==> src/design/ptpr_pkg.sv <==
// Package: constants shared by the port timing and pushbutton register slice
package ptpr_pkg;
	localparam int PORTS = 4;
	localparam int MODE_W = 2;
	localparam int CLASS_W = 3;
	localparam logic [3:0] BYTE_BITS = 4'h8;
	// Register offsets
	localparam logic [7:0] REG_TIMER = 8'h16;
	localparam logic [7:0] REG_MISC = 8'h17;
	localparam logic [7:0] REG_BUTTON = 8'h19;
	localparam logic [7:0] REG_GLOBAL = 8'h1a;
	localparam logic [7:0] REG_IDENT = 8'h1b;
	// Timer scaling field positions
	localparam int RESTART_LSB = 6;
	localparam int START_LSB = 4;
	localparam int FAULT_LSB = 2;
	localparam int DISC_LSB = 0;
	// Misc configuration bit positions
	localparam int MISC_INT_EN = 7;
	localparam int MISC_RESTART_EN = 6;
	localparam int MISC_CLASS_BLOCK = 3;
	localparam int MISC_CAP = 2;
	localparam int MISC_ISO = 1;
	localparam int MISC_HP_EARLY = 0;
	// Pushbutton bit positions
	localparam int BTN_OFF_LSB = 4;
	localparam int GLB_CLEAR = 7;
	localparam int GLB_CHIP = 4;
	// Reset values
	localparam logic [7:0] MISC_RESET = 8'hc0;
	localparam logic [7:0] TIMER_RESET = 8'h00;
	// Port operating modes
	localparam logic [1:0] MODE_SHUT = 2'h0;
	localparam logic [1:0] MODE_MAN = 2'h1;
	localparam logic [1:0] MODE_SEMI = 2'h2;
	localparam logic [1:0] MODE_AUTO = 2'h3;
	localparam logic [2:0] CLASS_HP_MIN = 3'h4;
	localparam logic [2:0] CLASS_HP_MAX = 3'h6;
	// Timing: 100 MHz clock, 100 us time base tick
	localparam int CLK_NS = 10;
	localparam int TICK_US = 100;
	localparam int TICK_CYC_DEF = TICK_US * 1000 / CLK_NS;
	localparam int T_START_US = 60000;
	localparam int T_FAULT_US = 60000;
	localparam int T_DISC_US = 350000;
	localparam int T_CGAP_US = 21300;
	localparam int START_TK = T_START_US / TICK_US;
	localparam int FAULT_TK = T_FAULT_US / TICK_US;
	localparam int DISC_TK = T_DISC_US / TICK_US;
	localparam int CGAP_TK = T_CGAP_US / TICK_US;
	localparam logic [1:0] CLASS_REPEAT = 2'h3;
	// Counter widths
	localparam int OC_W = 12;
	localparam int RS_W = 18;
	localparam int DC_W = 13;
	localparam int GAP_W = 8;
	localparam int DIV_W = 16;
	// Identity and link address, values arbitrary
	localparam logic [4:0] IDENT_CODE_DEF = 5'h0a;
	localparam logic [2:0] SILICON_VER_DEF = 3'h1;
	localparam logic [6:0] DEV_ADDR_DEF = 7'h20;
endpackage : ptpr_pkg

==> src/design/ptpr_link_if.sv <==
// Interface: byte access between the serial slave and the register bank
`timescale 1ns/100ps
interface ptpr_link_if;
	logic wr;
	logic [7:0] addr;
	logic [7:0] wdata;
	logic [7:0] rdata;
	logic sda_oe;
	modport slave (output wr, addr, wdata, sda_oe, input rdata);
	modport bank (input wr, addr, wdata, sda_oe, output rdata);
endinterface : ptpr_link_if

==> src/design/ptpr_regs.sv <==
// Register slice top: timer scaling, misc config, pushbuttons, identity, port power
`timescale 1ns/100ps
module ptpr_regs
	import ptpr_pkg::*;
#(
	parameter int TICK_CYC = TICK_CYC_DEF,
	parameter logic [6:0] DEV_ADDR = DEV_ADDR_DEF,
	parameter logic [4:0] IDENT_CODE = IDENT_CODE_DEF,
	parameter logic [2:0] SILICON_VER = SILICON_VER_DEF
) (
	input wire logic clk,
	input wire logic arst_n,
	input wire logic scl,
	input wire logic sda_in,
	output logic sda_out,
	output logic sda_oe,
	output logic int_oe,
	input wire logic [MODE_W*PORTS-1:0] port_mode,
	input wire logic [CLASS_W*PORTS-1:0] port_class,
	input wire logic [PORTS-1:0] class_fault,
	input wire logic block_power_on_class_fault,
	input wire logic [PORTS-1:0] discovery_busy,
	input wire logic [PORTS-1:0] auto_power_req,
	input wire logic [PORTS-1:0] in_current_limit,
	input wire logic [PORTS-1:0] power_good,
	input wire logic [PORTS-1:0] mps_absent,
	input wire logic [PORTS-1:0] class_start,
	input wire logic [PORTS-1:0] two_event_class_enable,
	input wire logic global_high_power_enable,
	input wire logic [2:0] per_class_high_power_enable,
	input wire logic event_pending,
	output logic [PORTS-1:0] port_power_en,
	output logic [PORTS-1:0] discovery_abort,
	output logic [PORTS-1:0] port_soft_reset,
	output logic clear_events,
	output logic chip_soft_reset,
	output logic [PORTS-1:0] class_trigger,
	output logic [PORTS-1:0] hold_mark_voltage,
	output logic [PORTS-1:0] high_current_en,
	output logic [PORTS-1:0] class_limit_en,
	output logic [PORTS-1:0] discovery_sense_pin_hiz
);
	typedef struct packed {
		logic [7:0] tcfg;
		logic int_en;
		logic autorestart_enable;
		logic class_current_cap;
		logic iso;
		logic high_power_after_startup;
		logic [DIV_W-1:0] div;
		logic tick;
		logic [PORTS-1:0] power;
		logic [PORTS-1:0] started;
		logic [PORTS-1:0] hold9;
		logic [PORTS-1:0] ctrig;
		logic [PORTS-1:0] abort;
		logic [PORTS-1:0] prst;
		logic [PORTS-1:0] hicur;
		logic [PORTS-1:0] cap;
		logic [PORTS-1:0] hiz;
		logic [PORTS-1:0][OC_W-1:0] oc;
		logic [PORTS-1:0][RS_W-1:0] rs;
		logic [PORTS-1:0][DC_W-1:0] dc;
		logic [PORTS-1:0][1:0] cleft;
		logic [PORTS-1:0][GAP_W-1:0] gap;
		logic clr_ev;
		logic chip_rst;
		logic int_oe;
		logic sda_out;
	} ptpr_st_t;
	ptpr_st_t q;
	ptpr_st_t n;
	ptpr_link_if lk ();
	logic wr_timer;
	logic wr_misc;
	logic wr_btn;
	logic wr_glb;
	logic [1:0] restart_time_sel;
	logic [1:0] disconnect_time_sel;
	logic [OC_W-1:0] lim_start;
	logic [OC_W-1:0] lim_fault;
	logic [DC_W-1:0] lim_disc;
	logic [RS_W-1:0] lim_restart;
	logic [7:0] rd;
	////////////////////////////////////////////////////////////////////////////////
	// Helpers
	// misc resets to c0
	// Reset image of the whole state
	function automatic ptpr_st_t reset_state();
		ptpr_st_t s;
		s = '0;
		s.tcfg = TIMER_RESET;
		s.int_en = MISC_RESET[MISC_INT_EN];
		s.autorestart_enable = MISC_RESET[MISC_RESTART_EN];
		s.class_current_cap = MISC_RESET[MISC_CAP];
		s.iso = MISC_RESET[MISC_ISO];
		s.high_power_after_startup = MISC_RESET[MISC_HP_EARLY];
		return s;
	endfunction : reset_state
	// Scale 1, 1/2, 2, 4
	function automatic logic [OC_W-1:0] scale_up(input logic [1:0] c, input int nom);
		logic [OC_W-1:0] v;
		v = OC_W'(nom);
		unique case (c)
			2'h0: return v;
			2'h1: return v >> 1;
			2'h2: return v << 1;
			2'h3: return v << 2;
		endcase
	endfunction : scale_up
	// per-class enables, class 4 first
	// High current allowed for class 4 to 6 with both enables
	function automatic logic hp_allowed(input logic [2:0] cls, input logic glob,
		input logic [2:0] per);
		logic [2:0] idx;
		idx = cls - CLASS_HP_MIN;
		return glob && cls >= CLASS_HP_MIN && cls <= CLASS_HP_MAX && per[idx[1:0]];
	endfunction : hp_allowed
	////////////////////////////////////////////////////////////////////////////////
	// Serial management link
	ptpr_serial_slave #(.DEV_ADDR(DEV_ADDR)) u_link (
		.clk(clk),
		.arst_n(arst_n),
		.scl(scl),
		.sda_in(sda_in),
		.lk(lk.slave)
	);
	// Write decodes
	assign wr_timer = lk.wr && lk.addr == REG_TIMER;
	assign wr_misc = lk.wr && lk.addr == REG_MISC;
	assign wr_btn = lk.wr && lk.addr == REG_BUTTON;
	assign wr_glb = lk.wr && lk.addr == REG_GLOBAL;
	assign restart_time_sel = q.tcfg[RESTART_LSB +: 2];
	assign disconnect_time_sel = q.tcfg[DISC_LSB +: 2];
	assign lim_start = scale_up(q.tcfg[START_LSB +: 2], START_TK);
	assign lim_fault = scale_up(q.tcfg[FAULT_LSB +: 2], FAULT_TK);
	always_comb begin
		lim_disc = DC_W'(DISC_TK);
		unique case (disconnect_time_sel)
			2'h0: lim_disc = DC_W'(DISC_TK);
			2'h1: lim_disc = DC_W'(DISC_TK) >> 2;
			2'h2: lim_disc = DC_W'(DISC_TK) >> 1;
			2'h3: lim_disc = DC_W'(DISC_TK) << 1;
		endcase
	end
	// restart off time from fault time
	always_comb begin
		lim_restart = '0;
		unique case (restart_time_sel)
			2'h0: lim_restart = RS_W'(lim_fault) << 4;
			2'h1: lim_restart = RS_W'(lim_fault) << 5;
			2'h2: lim_restart = RS_W'(lim_fault) << 6;
			2'h3: lim_restart = '0;
		endcase
	end
	////////////////////////////////////////////////////////////////////////////////
	// Next state
	always_comb begin
		logic [1:0] md;
		logic [2:0] cls;
		logic on_req;
		logic off;
		logic fault;
		logic disc;
		logic two_ev;
		md = '0;
		cls = '0;
		on_req = 1'b0;
		off = 1'b0;
		fault = 1'b0;
		disc = 1'b0;
		two_ev = 1'b0;
		n = q;
		n.clr_ev = 1'b0;
		n.chip_rst = 1'b0;
		n.prst = '0;
		n.abort = '0;
		n.ctrig = '0;
		// Time base tick
		n.tick = 1'b0;
		n.div = q.div + DIV_W'(1);
		if (q.div == DIV_W'(TICK_CYC - 1)) begin
			n.div = '0;
			n.tick = 1'b1;
		end
		if (wr_timer) n.tcfg = lk.wdata;
		// reserved and read-only bits not stored
		if (wr_misc) begin
			n.int_en = lk.wdata[MISC_INT_EN];
			n.autorestart_enable = lk.wdata[MISC_RESTART_EN];
			n.class_current_cap = lk.wdata[MISC_CAP];
			n.iso = lk.wdata[MISC_ISO];
			n.high_power_after_startup = lk.wdata[MISC_HP_EARLY];
		end
		if (wr_glb && lk.wdata[GLB_CLEAR]) n.clr_ev = 1'b1;
		n.int_oe = q.int_en && event_pending;
		n.hiz = {PORTS{q.iso}};
		n.cap = {PORTS{q.class_current_cap}};
		for (int p = 0; p < PORTS; p++) begin
			md = port_mode[p*MODE_W +: MODE_W];
			cls = port_class[p*CLASS_W +: CLASS_W];
			if (q.tick && q.rs[p] != '0) n.rs[p] = q.rs[p] - RS_W'(1);
			if (q.power[p] && in_current_limit[p]) begin
				if (q.tick) n.oc[p] = q.oc[p] + OC_W'(1);
			end else begin
				n.oc[p] = '0;
			end
			if (q.power[p] && power_good[p]) n.started[p] = 1'b1;
			fault = q.power[p] && q.oc[p] >= (q.started[p] ? lim_fault : lim_start);
			if (q.power[p] && q.started[p] && mps_absent[p]) begin
				if (q.tick) n.dc[p] = q.dc[p] + DC_W'(1);
			end else begin
				n.dc[p] = '0;
			end
			disc = q.power[p] && q.dc[p] >= lim_disc;
			on_req = wr_btn && lk.wdata[p] && md != MODE_SHUT && md != MODE_AUTO && !q.power[p];
			if (on_req && discovery_busy[p]) n.abort[p] = 1'b1;
			if (md == MODE_AUTO && auto_power_req[p])
				on_req = !(block_power_on_class_fault && class_fault[p]);
			off = wr_btn && lk.wdata[BTN_OFF_LSB + p] && q.power[p] && md != MODE_SHUT;
			if (wr_glb && lk.wdata[p]) n.prst[p] = 1'b1;
			off = off || fault || disc || md == MODE_SHUT || (wr_glb && lk.wdata[p]);
			if (off) begin
				n.power[p] = 1'b0;
				n.started[p] = 1'b0;
				n.oc[p] = '0;
				n.dc[p] = '0;
				if (fault && q.autorestart_enable) n.rs[p] = lim_restart;
			end else if (on_req && q.rs[p] == '0) begin
				n.power[p] = 1'b1;
			end
			n.hicur[p] = hp_allowed(cls, global_high_power_enable, per_class_high_power_enable);
			n.hicur[p] = n.hicur[p] && (q.started[p] ||
				(q.high_power_after_startup && global_high_power_enable));
			// 2-event only in auto or semi
			two_ev = two_event_class_enable[p] && (md == MODE_AUTO || md == MODE_SEMI);
			if (class_start[p]) begin
				n.ctrig[p] = 1'b1;
				n.cleft[p] = two_ev ? CLASS_REPEAT - 2'h1 : 2'h0;
				n.gap[p] = '0;
				n.hold9[p] = two_ev;
			end else if (q.cleft[p] != 2'h0 && q.tick) begin
				n.gap[p] = q.gap[p] + GAP_W'(1);
				if (q.gap[p] == GAP_W'(CGAP_TK - 1)) begin
					n.gap[p] = '0;
					n.ctrig[p] = 1'b1;
					n.cleft[p] = q.cleft[p] - 2'h1;
					n.hold9[p] = q.cleft[p] != 2'h1;
				end
			end
		end
		if (wr_glb && lk.wdata[GLB_CHIP]) begin
			n = reset_state();
			n.chip_rst = 1'b1;
			// Buttons written together with the reset still pulse
			n.clr_ev = lk.wdata[GLB_CLEAR];
			n.prst = lk.wdata[PORTS-1:0];
		end
	end
	// State register
	always_ff @(posedge clk or negedge arst_n) begin
		if (!arst_n) q <= reset_state();
		else q <= n;
	end
	////////////////////////////////////////////////////////////////////////////////
	// Read data
	always_comb begin
		rd = '0;
		if (lk.addr == REG_TIMER) begin
			rd = q.tcfg;
		end else if (lk.addr == REG_MISC) begin
			rd[MISC_INT_EN] = q.int_en;
			rd[MISC_RESTART_EN] = q.autorestart_enable;
			rd[MISC_CLASS_BLOCK] = block_power_on_class_fault;
			rd[MISC_CAP] = q.class_current_cap;
			rd[MISC_ISO] = q.iso;
			rd[MISC_HP_EARLY] = q.high_power_after_startup;
		end else if (lk.addr == REG_IDENT) begin
			rd = {IDENT_CODE, SILICON_VER};
		end
	end
	assign lk.rdata = rd;
	// Outputs from state flops
	assign sda_out = q.sda_out;
	assign sda_oe = lk.sda_oe;
	assign int_oe = q.int_oe;
	assign port_power_en = q.power;
	assign discovery_abort = q.abort;
	assign port_soft_reset = q.prst;
	assign clear_events = q.clr_ev;
	assign chip_soft_reset = q.chip_rst;
	assign class_trigger = q.ctrig;
	assign hold_mark_voltage = q.hold9;
	assign high_current_en = q.hicur;
	assign class_limit_en = q.cap;
	assign discovery_sense_pin_hiz = q.hiz;
endmodule : ptpr_regs

==> src/design/ptpr_serial_slave.sv <==
// Serial management slave: start/stop, address, pointer, byte writes and reads
`timescale 1ns/100ps
module ptpr_serial_slave
	import ptpr_pkg::*;
#(
	parameter logic [6:0] DEV_ADDR = DEV_ADDR_DEF
) (
	input wire logic clk,
	input wire logic arst_n,
	input wire logic scl,
	input wire logic sda_in,
	ptpr_link_if.slave lk
);
	typedef enum logic [2:0] {SL_IDLE, SL_DEV, SL_PTR, SL_WR, SL_RD} ptpr_sl_st_t;
	typedef struct packed {
		logic [2:0] scl_s;
		logic [2:0] sda_s;
		logic scl_v;
		logic sda_v;
		ptpr_sl_st_t st;
		logic [7:0] sr;
		logic [3:0] cnt;
		logic ack;
		logic mack;
		logic [7:0] ptr;
		logic oe;
		logic wr;
	} ptpr_sl_t;
	ptpr_sl_t q;
	ptpr_sl_t n;
	logic rise;
	logic fall;
	logic start;
	logic stop;
	////////////////////////////////////////////////////////////////////////////////
	// Pin filter, framing and byte engine
	always_comb begin
		n = q;
		n.wr = 1'b0;
		n.scl_s = {q.scl_s[1:0], scl};
		n.sda_s = {q.sda_s[1:0], sda_in};
		if (q.scl_s[1] == q.scl_s[2]) n.scl_v = q.scl_s[2];
		if (q.sda_s[1] == q.sda_s[2]) n.sda_v = q.sda_s[2];
		rise = n.scl_v & ~q.scl_v;
		fall = ~n.scl_v & q.scl_v;
		start = q.scl_v & n.scl_v & q.sda_v & ~n.sda_v;
		stop = q.scl_v & n.scl_v & ~q.sda_v & n.sda_v;
		// Pointer moves on after a written byte
		if (q.wr) n.ptr = q.ptr + 8'h01;
		if (start) begin
			n.st = SL_DEV;
			n.cnt = '0;
			n.ack = 1'b0;
			n.oe = 1'b0;
		end else if (stop) begin
			n.st = SL_IDLE;
			n.oe = 1'b0;
		end else if (q.st != SL_IDLE && rise) begin
			if (q.ack) n.mack = ~n.sda_v;
			else n.cnt = q.cnt + 4'h1;
			if (!q.ack && q.st != SL_RD) n.sr = {q.sr[6:0], n.sda_v};
		end else if (q.st != SL_IDLE && fall) begin
			if (q.ack) begin
				n.ack = 1'b0;
				n.cnt = '0;
				n.oe = 1'b0;
				if (q.st == SL_RD && q.mack) begin
					n.sr = lk.rdata;
					n.oe = ~lk.rdata[7];
					n.ptr = q.ptr + 8'h01;
				end else if (q.st == SL_RD) begin
					n.st = SL_IDLE;
				end
			end else if (q.cnt == BYTE_BITS) begin
				n.ack = 1'b1;
				n.oe = (q.st != SL_RD);
				unique case (q.st)
					SL_DEV: begin
						n.mack = 1'b1;
						n.st = q.sr[0] ? SL_RD : SL_PTR;
						if (q.sr[7:1] != DEV_ADDR) begin
							n.st = SL_IDLE;
							n.ack = 1'b0;
							n.oe = 1'b0;
						end
					end
					SL_PTR: begin
						n.ptr = q.sr;
						n.st = SL_WR;
					end
					SL_WR: n.wr = 1'b1;
					SL_RD, SL_IDLE: n.mack = 1'b0;
				endcase
			end else if (q.st == SL_RD) begin
				n.oe = ~q.sr[6];
				n.sr = {q.sr[6:0], 1'b0};
			end
		end
	end
	// State register
	always_ff @(posedge clk or negedge arst_n) begin
		if (!arst_n) q <= '0;
		else q <= n;
	end
	assign lk.wr = q.wr;
	assign lk.addr = q.ptr;
	assign lk.wdata = q.sr;
	assign lk.sda_oe = q.oe;
endmodule : ptpr_serial_slave

==> config.mk <==
export PLATFORM = sky130hd
export DESIGN_NAME = ptpr_regs
export DESIGN_NICKNAME = d
export VERILOG_FILES = /design/src/design/ptpr_pkg.sv /design/src/design/ptpr_link_if.sv /design/src/design/ptpr_regs.sv /design/src/design/ptpr_serial_slave.sv
export SDC_FILE = /design/constraint.sdc
export NUM_CORES = 1
export LEC_CHECK = 0
export BUFFER_PORTS_ARGS = -buffer_cell sky130_fd_sc_hd__buf_2
export CORE_MARGIN = 5
export CORE_UTILIZATION = 28
export CTS_CLUSTER_DIAMETER = 30
export DETAILED_ROUTE_END_ITERATION = 8
export PLACE_DENSITY = 0.43
export SLEW_MARGIN = 20
export SYNTH_ARGS = -nofsm -noshare
export SYNTH_HDL_FRONTEND = slang
export SYNTH_SLANG_ARGS = --single-unit
export TNS_END_PERCENT = 10
==> constraint.sdc <==
create_clock -name clk -period 4.4 [get_ports clk]
set_input_delay 0.88 -clock clk [delete_from_list [all_inputs] [get_ports clk]]
set_output_delay 0.88 -clock clk [all_outputs]
set_load 0.01 [all_outputs]
Word-level counts from Yosys, hierarchy flattened
Index checks and enable logic that the tools add are counted.
- bits in registers: 316
- input bits: 62
- word-level logic and storage cells: 599
- order comparisons: 20
- bitwise logic cells: 15
- equal/unequal tests: 66
- multiplexer cells: 195
- $add $sub $neg: 27
- reduce and logical (&&, ||, !) cells: 215
- operators by type and width (kind ; count):
    282-bit 2-to-1 mux ; 1
    18-bit 2-to-1 mux ; 12
    12-bit 2-to-1 mux ; 17
    8-bit 2-to-1 mux ; 21
    13-bit 2-to-1 mux ; 12
    1-bit logical AND ; 116
    12-bit one-hot mux with 4 select lines ; 2
    1-bit 2-to-1 mux ; 77
    18-bit zero test ; 4
    18-bit one-hot mux with 4 select lines ; 1
    18-bit nonzero test ; 4
    18-bit by 1-bit subtractor with 18-bit output, second input constant ; 4
    10-bit 2-to-1 mux ; 7
    3-bit nonzero test ; 21
    13-bit by 1-bit adder with 13-bit output, second input constant ; 4
    13-bit greater-or-equal comparator ; 4
    13-bit one-hot mux with 4 select lines ; 1
    12-bit by 1-bit adder with 12-bit output, second input constant ; 4
    12-bit greater-or-equal comparator ; 4
    8-bit by 1-bit adder with 8-bit output, second input constant ; 5
    8-bit by 5-bit equality test with 1-bit output, second input constant ; 5
    2-bit 2-to-1 mux ; 18
    2-bit equality test, second input constant ; 16
    8-bit equality test, second input constant ; 4
    other kinds (47) ; 174

Longest topological paths before layout
Gate-level depths: netlist (run 1).
- word-level depth: 14
- depth in mapped cells: 14
- depth with buffers taken out: 12

By module
From an unflattened synthesis (run 1), not the netlist that was laid out.
- cell total of the unflattened synthesis: 2203
- area, all modules: 20223.1 µm²
- by module, submodules not included (module ; sequential area each (µm²) ; instances ; cells each ; area an instance (µm²)):
    ptpr_regs ; 6884.1 ; 1 ; 1965 ; 18016.0
    ptpr_serial_slave ; 875.8 ; 1 ; 238 ; 2207.1

Worst setup path before layout (run 1)
OpenSTA, ideal clock, no wires.
- path kind: reg2reg
- start: register q, in the netlist disconnect_time_sel[1]
- end: register q[59] (netlist name)
- setup slack: 1.214 ns
- buffers on the path: 1
- library setup time: 0.072 ns
- data required time: 4.328 ns
- stages on the path, launching flop included: 12
- data arrival time: 3.114 ns
- clock period less this slack: 3.186 ns
- path through: dfrtp_1 > inv_1 > ha_1 > nor2_1 > ha_1 > a21o_1 > a21o_1 > a221o_1 > a211oi_2 > nand4_1 > clkbuf_1 > nor2_1
- cells in the longest elaborated chain, start to end: 9
- ends and longest elaborated chain (item ; RTL line ; source):
    from (decl) ; ptpr_regs.sv:71 ; ptpr_st_t q;
    from (signal assigned) ; ptpr_regs.sv:262 ; if (!arst_n) q <= reset_state();
    from (signal assigned) ; ptpr_regs.sv:263 ; else q <= n;
    2-bit equality test, or another cell as far along ; ptpr_regs.sv:139 ; unique case (disconnect_time_sel)
    13-bit one-hot mux with 4 select lines * ; ptpr_regs.sv:139 ;
    13-bit greater-or-equal comparator * ; ptpr_regs.sv:215 ; disc = q.power[p] && q.dc[p] >= lim_disc;
    1-bit logical AND * ; ptpr_regs.sv:215 ;
    1-bit logical OR * (3 in a row) ; ptpr_regs.sv:222 ; off = off || fault || disc || md == MODE_SHUT || (wr_glb && lk.wdata[p]);
    13-bit 2-to-1 mux ; ptpr_regs.sv:223 ; if (off) begin
    282-bit 2-to-1 mux ; ptpr_regs.sv:252 ; if (wr_glb && lk.wdata[GLB_CHIP]) begin
Mark *: on every way between the ends. The rest lies on a longest branch, timed or not.
A chain may end at the register's enable or synchronous reset.

Worst setup path after layout (run 1)
- start: register q[276] (netlist name)
- end: register q[169] (netlist name)
- cells in the longest elaborated chain, start to end: 11
- ends and longest elaborated chain (item ; RTL line ; source):
    2-bit equality test, or another cell as far along ; ptpr_regs.sv:104 ; unique case (c)
    12-bit one-hot mux with 4 select lines * ; ptpr_regs.sv:104 ;
    12-bit 2-to-1 mux * ; ptpr_regs.sv:209 ; fault = q.power[p] && q.oc[p] >= (q.started[p] ? lim_fault : lim_start);
    12-bit greater-or-equal comparator * ; ptpr_regs.sv:209 ;
    1-bit logical AND * ; ptpr_regs.sv:209 ;
    1-bit logical OR * (4 in a row) ; ptpr_regs.sv:222 ;
    12-bit 2-to-1 mux ; ptpr_regs.sv:223 ;
    282-bit 2-to-1 mux ; ptpr_regs.sv:252 ;
Mark *: on every way between the ends. The rest lies on a longest branch, timed or not. The select of a mux whose other input is x is not followed.

==> flow_metrics.env, run 1 <==
export IMPL_avgViaCountPerCell=4.94
export IMPL_path_class="flop to flop"
export IMPL_syn_nets=2389
export IMPL_nets=2479
export IMPL_synth_cell_types=87
export IMPL_synth_cells=2177
export IMPL_yosysWarnings=0
export IMPL_status="completed"
export IMPL_syn_to_final_growth_pct=23.1
export IMPL_grt_pass1_vias=16567
export IMPL_grt_ovfl_total=0
export IMPL_grt_use_met1=0.210
export IMPL_setup_tns_ns=0
export IMPL_global_route_peak_usage_layer="met2"
export IMPL_power_density_nw_per_um2=421
export IMPL_startpoint_type="flop"
export IMPL_max_slew_margin_rel=0.357
export IMPL_path_clk_slew_ns=0.04
export IMPL_die_h_um=276
export IMPL_drc=0
export IMPL_antenna_found_initial=4
export IMPL_period_needed_ns=3.68
export IMPL_root_buffer="clkbuf_16"
export IMPL_setup_viol=0
export IMPL_cts_tree="built"
export IMPL_p_leak_nw=10.9
export IMPL_fin_util=0.347
export IMPL_die_w_um=276
export IMPL_io_pins=99
export IMPL_ys_seq_area_frac=0.393
export IMPL_met3_usage=0.0342
export IMPL_drtIter0Drc=1009
export IMPL_grt_max_degree=114
export IMPL_place_ws_ns=0.733
export IMPL_dr_pass1_iters=5
export IMPL_vias=16238
export IMPL_layout_setup_ws_ns=0.723
export IMPL_numPortBuffers=97
export IMPL_placeableCoreArea_um2=70000
export IMPL_synth_seq_cells=310
export IMPL_vdd_drop_max_mv=0.313
export IMPL_cts_inserted_buffers=92
export IMPL_hold_class="input port to asynchronous set/reset pin"
export IMPL_grt_pass1_wl_mm=93.9
export IMPL_htreeDepth=3
export IMPL_end_kind="flop"
export IMPL_drive_gt1_frac=0.145
export IMPL_place_area_um2=21000
export IMPL_fin_crit_sh=0.836
export IMPL_slew_viol_final=0
export IMPL_synth_avg_cell_area_um2=9.07
export IMPL_initial_utilization=0.282
export IMPL_wl_mm=59.4
export IMPL_wire_per_inst_um=18.1
export IMPL_worstPathRequired_ns=4.89
export IMPL_fillers=7203
export IMPL_async_flop_share=1.00
export IMPL_clockBufferDepth=3
export IMPL_clk_latency_ns=0.64
export IMPL_path_max_fanout=27
export IMPL_fp_dieArea_um2=75900
export IMPL_final_antenna_net_count=0
export IMPL_cts_sinks=310
export IMPL_post_cts_resized=0
export IMPL_syn_area_um2=19700
export IMPL_post_cts_buffers=0
export IMPL_track_usage=0.156
export IMPL_ctsHoldBuffers=0
export IMPL_synth_edff_count=0
export IMPL_max_clock_freq_mhz=272
export IMPL_worst_pin_slew_ns=0.965
export IMPL_rsz0062_at_grt="false"
export IMPL_finalClockSkew_ns=0.0402
export IMPL_gr_usage_met2=0.249
export IMPL_rows=97
export IMPL_gp_congestion=0.841
export IMPL_ys_flop_type="dfrtp_1"
export IMPL_maxCapViolations=0
export IMPL_final_cell_area_um2=24300
export IMPL_place_hpwl_mm=42.5
export IMPL_arrival_ns=4.17
export IMPL_hold_viol=0
-- cells by family after synthesis --
group | count (synthesis) | synth area share
flops | 310 | 0.393
other cells | 1 | 0.000190
fa+ha+maj | 150 | 0.0951
compound gates | 374 | 0.122
simple gates | 897 | 0.232
mux | 60 | 0.0316
buf+inv | 206 | 0.0464
xor+xnor | 179 | 0.0794
-- registers in the layout (all words and copies together), names as in the netlist, 8 cells and up --
name             cells
q                  244
u_link.lk.wdata      8
u_link.q            13
u_link.lk.addr       8
-- Yosys cell counts, types with 12 or more instances --
library cell | count | area, um2
dfrtp_1 | 308 | 7710
nor2_1 | 271 | 1020
nand2_1 | 158 | 593
ha_1 | 150 | 1880
a21oi_1 | 108 | 541
nand3_1 | 97 | 485
xor2_1 | 96 | 841
xnor2_1 | 83 | 727
inv_1 | 78 | 293
clkbuf_1 | 73 | 274
nor3_1 | 73 | 365
o21ai_0 | 71 | 355
a211oi_1 | 56 | 420
nand4_1 | 56 | 350
mux2i_1 | 42 | 420
and3_1 | 34 | 213
buf_4 | 33 | 248
nor4_1 | 31 | 194
nor2b_1 | 29 | 181
mux2_2 | 18 | 203
a21o_1 | 17 | 128
a31oi_1 | 16 | 100
buf_2 | 16 | 80.1
or3_1 | 16 | 100
and2_1 | 15 | 93.8
or3b_2 | 14 | 123
nor3b_1 | 13 | 97.6
nand2b_1 | 12 | 75.1
-- cell type report --
type / count / area (um2) / area share
antenna: 3 / 7.51 / 0.000309
clock buffer: 127 / 2610 / 0.107
clock inverter: 41 / 637 / 0.0262
inverter: 78 / 294 / 0.0121
multi-input combinational: 1661 / 11100 / 0.456
sequential: 310 / 7760 / 0.319
tap: 940 / 1180 / 0.0484
timing repair buffer: 124 / 736 / 0.0303
-- worst max-delay path, cell delays in order (launching register included) --
cell and delay [ns]:
dfrtp_1 0.42, inv_1 0.12, ha_1 0.36, nor2_1 0.19
nand2_1 0.10, o21ai_0 0.11, ha_1 0.22, a211oi_1 0.24
nor2_1 0.08, o31ai_1 0.31, nand2_1 0.13, or3_1 0.79
nor4b_1 0.44
-- placed cells by master (no fill, tap or decap), drive strengths merged, types with 34 or more instances in the layout --
cell type  count
nand2        158
inv           79
mux2i         42
nor4          34
nor2         271
a211oi        60
nand3         97
buf          124
xnor2         83
a21oi        108
ha           150
nand4         56
and3          34
clkbuf       127
dfrtp        308
o21ai         79
xor2          96
nor3          75
-- power breakdown --
group          leakage, nW  switching [mW]  internal (mW)
Combinational         5.02           0.247          0.138
Sequential            4.24           0.104           2.92
Clock                 1.59            2.02           4.82
Total                 10.9            2.37           7.88
-- through the flow --
step                      power, mW  hold WS, ns  std cells
after floorplan                3.25        0.331       2177
after global placement         3.45        0.336       3113
after detailed placement       3.45        0.335       3113
after CTS                      10.4        0.235       3281
after global routing           10.6        0.238       3281
final                          10.2        0.199       3284
-- final timing paths --
check | end | depth (start not counted) | startpoint | slack, ns
worst max-delay path | q[169]$_DFFE_PN0P_ | 12 | q[276]$_DFFE_PN0P_ | 0.72
worst min register to register | u_link.n[34]$_DFF_PN0_ | 0 | u_link.n[33]$_DFF_PN0_ | 0.34
max in group asynchronous | q[61]$_DFFE_PN0P_ | 2 | arst_n | 3.03
worst min-delay path | high_current_en[2]$_DFF_PN0_ | 1 | arst_n | 0.20
worst max register to register | q[169]$_DFFE_PN0P_ | 12 | q[276]$_DFFE_PN0P_ | 0.72
min in group clk | u_link.n[34]$_DFF_PN0_ | 0 | u_link.n[33]$_DFF_PN0_ | 0.34
-- per-layer routing --
metal	routed length, um	up-vias	share of wire
li1	-	7941	-
met1	27800	7889	0.47
met2	27300	302	0.46
met3	2710	104	0.046
met4	1510	2	0.025
met5	11	-	0.00019
No activity file was read; power rests on OpenSTA's default activity.
==> run 2: changes to the inputs <==
Settings changed: PLACE_DENSITY 0.43 to 0.44.
Clock period 4.4 ns to 3.2 ns, I/O delays scaled along.
==> run 2 against run 1 <==
  * Cell count increased by 1.9%
  * Hold slack got worse by 0.054 ns
  * Combinational power increased by 48%
  * Sequential power increased by 37%
  * Non-clock buffer count increased by 60
==> flow_metrics.env, run 2 (synthesized netlist as in run 1, its figures left out) <==
export IMPL_status="completed"
export IMPL_path_max_fanout=6
export IMPL_setup_viol=0
export IMPL_rows=97
export IMPL_worstPathRequired_ns=3.73
export IMPL_drive_gt1_frac=0.175
export IMPL_drtIter0Drc=868
export IMPL_clockBufferDepth=3
export IMPL_grt_pass1_wl_mm=93.6
export IMPL_vias=16478
export IMPL_drc=0
export IMPL_largest_reg_flops=244
export IMPL_rr_endpoint="q[87]$_DFFE_PN0P_"
export IMPL_period_needed_ns=3.10
export IMPL_final_antenna_net_count=0
export IMPL_placeableCoreArea_um2=70000
export IMPL_hold_viol=0
export IMPL_largest_register="q"
export IMPL_place_area_um2=21500
export IMPL_arrival_ns=3.63
export IMPL_numPortBuffers=97
export IMPL_htreeDepth=3
export IMPL_power_density_nw_per_um2=576
export IMPL_min_to="u_link.n[30]$_DFF_PN0_"
export IMPL_max_slew_margin_rel=0.537
export IMPL_worst_pin_slew_ns=0.695
export IMPL_path_class="flop to flop"
export IMPL_max_clock_freq_mhz=323
export IMPL_die_w_um=276
export IMPL_finalClockSkew_ns=0.0448
export IMPL_vdd_drop_max_mv=0.412
export IMPL_hold_class="input port to flop"
export IMPL_end_kind="flop"
export IMPL_syn_to_final_growth_pct=26.6
export IMPL_grt_ovfl_total=0
export IMPL_wl_mm=59.4
export IMPL_avgViaCountPerCell=4.92
export IMPL_timing_rr_start="q[276]$_DFFE_PN0P_"
export IMPL_slew_viol_final=0
export IMPL_gp_congestion=0.832
export IMPL_initial_utilization=0.282
export IMPL_grt_pass1_vias=16648
export IMPL_wire_per_inst_um=17.7
export IMPL_setup_tns_ns=0
export IMPL_nets=2542
export IMPL_root_buffer="clkbuf_16"
export IMPL_fin_util=0.357
export IMPL_finalPower_mw=14.4
export IMPL_dr_pass1_iters=7
export IMPL_fin_crit_sh=0.968
export IMPL_clk_latency_ns=0.64
export IMPL_hp_start="sda_in"
export IMPL_r2r_slack_ns=0.10
export IMPL_final_common_cell="dfrtp_1"
export IMPL_mostFrequentLayoutCells="dfrtp_1 (307), nor2_1 (268), nand2_1 (158)"
export IMPL_final_cell_area_um2=25000
export IMPL_whs_path_depth=1
export IMPL_antenna_found_initial=3
export IMPL_startpoint_type="flop"
export IMPL_rsz0062_at_grt="true"
export IMPL_grt_max_degree=108
export IMPL_reg2reg_depth=13
export IMPL_die_h_um=276
export IMPL_maxCapViolations=0
export IMPL_cts_tree="built"
export IMPL_track_usage=0.155
export IMPL_io_pins=99
export IMPL_place_hpwl_mm=43.0
export IMPL_reg_largest_list="q: 244 flops, u_link.q: 13 flops"
export IMPL_p_leak_nw=11.2
export IMPL_cts_sinks=310
export IMPL_cts_inserted_buffers=95
export IMPL_fp_dieArea_um2=75900
export IMPL_path_clk_slew_ns=0.04
## run 2: changes by cell type in the layout (fill, tap and decap cells not counted), moves of 3 or more
| cell | delta |
|---|---|
| buf_12 | +4 |
| buf_4 | +52 |
| clkinvlp_4 | +4 |
| o21ai_0 | -4 |
| clkbuf_16 | +5 |
| ha_1 | -3 |
| ha_2 | +3 |
| nor2_1 | -3 |
## run 2: metal layers
layer / vias up / GRT usage / share of wire
met5: - / 0 / 0.00022
met4: 2 / 0.0564 / 0.030
met3: 120 / 0.0366 / 0.045
met2: 307 / 0.245 / 0.45
met1: 7976 / 0.209 / 0.47
li1: 8073 / - / -
## run 2: worst max-delay path, cell delays in order, from the launching register on
cell	delay (ns)
dfrtp_1	0.37
inv_1	0.10
ha_1	0.33
buf_4	0.17
mux2_2	0.29
ha_1	0.29
nor2b_1	0.14
or4_1	0.48
a21oi_2	0.14
buf_4	0.15
nand4_1	0.08
buf_4	0.18
buf_2	0.17
nor2_1	0.11
## run 2: how the worst max path moves through the flow
| stage | start | to | slack [ns] |
|---|---|---|---|
| after floorplan | disconnect_time_sel[1]$_DFFE_PN0P_ | q[59]$_DFFE_PN0P_ | 0.01 |
| after global placement | q[278]$_DFFE_PN0P_ | q[85]$_DFFE_PN0P_ | 0.07 |
| after detailed placement | q[278]$_DFFE_PN0P_ | q[88]$_DFFE_PN0P_ | -0.01 |
| after CTS | q[278]$_DFFE_PN0P_ | q[73]$_DFFE_PN0P_ | 0.00004 |
| after global routing | q[277]$_DFFE_PN0P_ | q[86]$_DFFE_PN0P_ | -0.006 |
| final | q[276]$_DFFE_PN0P_ | q[87]$_DFFE_PN0P_ | 0.10 |
## run 2: area by class of cell
cell class,count,area [um2]
repair buffers,184,1240
clock inverters,44,658
multi-input cells,1661,11200
diodes,1,2.50
flip-flops and latches,310,7760
inverters,78,294
well taps,940,1180
fillers,7092,45000
clock buffers,128,2700
## run 2: timing repair
| item | CTS | global route |
|---|---|---|
| cloned | 0 | 1 |
| endpoints found under the setup margin | 13 | 146 |
| buffers inserted | 0 | 2 |
| pin swaps | 0 | 2 |
| resized for setup | 1 | 25 |
| hold buffers | 1 | 0 |
| endpoints found under the hold margin | 33 | 0 |
## run 2: report_power, final
part	internal, mW	switching (mW)	leakage [nW]	total [mW]
clock	6.91	2.78	1.64	9.69
sequential	4.01	0.124	4.24	4.14
combinational	0.206	0.364	5.33	0.569
## run 2: through the flow
step	hold WS [ns]	setup slack, ns	std cells
3_5_place_dp	0.336	-0.0149	3169
6_report	0.145	0.102	3346
5_1_grt	0.116	-0.00555	3345
2_1_floorplan	0.331	0.0135	2177
4_1_cts	0.103	0.0000360	3342
3_3_place_gp	0.332	0.0686	3169
==> run 3: changes to the inputs <==
Settings changed: CORE_MARGIN 5 to default.
==> run 3 against run 2 <==
  * Clock power shrank 4.4%
  * Final area shrank 1.1%
  * Sequential share of layout area grew 0.34 points
  * Count of clock-buffer cells in the layout grew 6
  * Global-route usage grew 1.2 points
  * Die area shrank 5.7%
  * Combinational power is essentially flat
  * Maximum frequency grew 1.7%
  * Utilization is essentially flat
  * Critical path depth shrank 1
  * Power shrank 3.0%
  * Via count is essentially flat
==> flow_metrics.env, run 3 (synthesized netlist as in run 1, its figures left out) <==
export IMPL_status="completed"
export IMPL_slew_viol_final=0
export IMPL_cts_tree="built"
export IMPL_rows=96
export IMPL_worst_pin_slew_ns=0.779
export IMPL_max_stage_delay_ns=0.40
export IMPL_reg_largest_list="q: 244 flops, u_link.q: 13 flops"
export IMPL_track_usage=0.168
export IMPL_largest_reg_flops=244
export IMPL_num_antenna_cells=0
export IMPL_period_needed_ns=3.05
export IMPL_io_pins=99
export IMPL_fin_crit_sh=0.952
export IMPL_path_cells="inv_1 -> ha_1 -> buf_4 -> mux2_2 -> ha_1 -> a21bo_1 -> a21oi_1 -> o41a_1 -> nand2_1 -> or3_1 -> buf_4 -> a211oi_1"
export IMPL_die_h_um=268
export IMPL_setup_viol=0
export IMPL_multi_input_area_um2=11100
export IMPL_final_antenna_net_count=0
export IMPL_vias=16477
export IMPL_crit_buf_inv=3
export IMPL_timing_rr_start="q[279]$_DFFE_PN0P_"
export IMPL_largest_register="q"
export IMPL_reg2reg_depth=12
export IMPL_mostFrequentLayoutCells="dfrtp_1 (306), nor2_1 (269), nand2_1 (158)"
export IMPL_finalPower_mw=14.0
export IMPL_dr_pass1_iters=6
export IMPL_ff_latch_area_um2=7760
export IMPL_fin_util=0.357
export IMPL_rr_endpoint="q[244]$_DFFE_PN0P_"
export IMPL_placeableCoreArea_um2=69200
export IMPL_grt_pass1_vias=16556
export IMPL_ctsHoldBuffers=0
export IMPL_rsz0062_at_grt="true"
export IMPL_post_cts_buffers=0
export IMPL_power_density_nw_per_um2=565
export IMPL_htreeDepth=3
export IMPL_startpoint_type="flop"
export IMPL_path_class="flop to flop"
export IMPL_fillers=7076
export IMPL_end_kind="flop"
export IMPL_wire_per_inst_um=17.7
export IMPL_worstPathRequired_ns=3.71
export IMPL_initial_utilization=0.285
export IMPL_antenna_found_initial=2
export IMPL_cts_inserted_buffers=92
export IMPL_arrival_ns=3.55
export IMPL_grt_pass1_wl_mm=94.6
export IMPL_max_clock_freq_mhz=328
export IMPL_critPathSlowestCell="or3_1"
export IMPL_vdd_drop_max_mv=0.351
export IMPL_p_leak_nw=11.1
export IMPL_hold_viol=0
export IMPL_drtIter0Drc=936
export IMPL_r2r_slack_ns=0.15
export IMPL_wl_mm=58.8
export IMPL_drive_gt1_frac=0.167
export IMPL_maxCapViolations=0
export IMPL_numPortBuffers=97
export IMPL_grt_ovfl_total=0
export IMPL_cts_sinks=310
export IMPL_fp_dieArea_um2=71600
export IMPL_root_buffer="clkbuf_16"
export IMPL_finalClockSkew_ns=0.0255
export IMPL_max_slew_margin_rel=0.481
export IMPL_path_max_fanout=14
export IMPL_grt_max_degree=74
export IMPL_crit_family="compound AO/OA/AOI/OAI gates"
export IMPL_avgViaCountPerCell=4.96
export IMPL_syn_to_final_growth_pct=25.2
export IMPL_gp_congestion=0.880
export IMPL_setup_tns_ns=0
export IMPL_clk_latency_ns=0.62
export IMPL_nets=2525
export IMPL_drc=0
export IMPL_final_common_cell="dfrtp_1"
export IMPL_place_hpwl_mm=42.4
export IMPL_die_w_um=268
export IMPL_path_clk_slew_ns=0.04
export IMPL_clockBufferDepth=3
export IMPL_hold_class="input port to asynchronous set/reset pin"
==> run 3: changes by cell type in the layout (fill, tap and decap cells not counted), sizes merged <==
cell / change
clkinv: +1
clkinvlp: -4
dlygate4sd3: -1
diode: -1
bufinv: -3
inv: -2
clkbuf: +6
buf: -13
==> run 3: metal layers <==
layer / global-route usage / wire [um]
met1: 0.230 / 28300
met3: 0.0338 / 2340
met4: 0.0542 / 1410
met5: 0 / 9
met2: 0.262 / 26700
==> run 3: worst max path at each step <==
stage,end,start,depth (start not counted)
2_1_floorplan,q[59]$_DFFE_PN0P_,disconnect_time_sel[1]$_DFFE_PN0P_,11
3_3_place_gp,q[176]$_DFFE_PN0P_,q[278]$_DFFE_PN0P_,11
3_5_place_dp,q[90]$_DFFE_PN0P_,q[277]$_DFFE_PN0P_,15
4_1_cts,q[90]$_DFFE_PN0P_,q[278]$_DFFE_PN0P_,13
5_1_grt,q[151]$_DFF_PN0_,q[277]$_DFFE_PN0P_,12
6_report,q[244]$_DFFE_PN0P_,q[279]$_DFFE_PN0P_,12
==> run 3: area by class of cell <==
class	instances	area share
clock buffers	134	0.110
clock inverters	36	0.0195
inverters	78	0.0119
multi-input cells	1661	0.451
flip-flops and latches	310	0.314
well taps	931	0.0471
repair buffers	170	0.0467
==> run 3: repair_timing <==
action                                  in CTS  in global routing
resized for setup                            1                 25
pin swaps                                    0                  1
endpoints found under the setup margin      25                138
==> run 3: metrics by stage <==
stage | cells | hold slack, ns | instance area (um2) | worst slack (ns)
final | 3320 | 0.0236 | 24700 | 0.154
after global routing | 3320 | 0.0546 | 24700 | -0.00162
after CTS | 3320 | 0.0338 | 24700 | 0.00500
after detailed placement | 3150 | 0.336 | 21400 | -0.0407
after global placement | 3150 | 0.337 | 21400 | 0.0466
after floorplan | 2177 | 0.331 | 19700 | 0.0135
==> run 3: power by group <==
group          internal [mW]  total (mW)  switching [mW]
registers               4.01        4.14           0.123
logic                  0.202       0.568           0.366
clock network           6.61        9.26            2.64
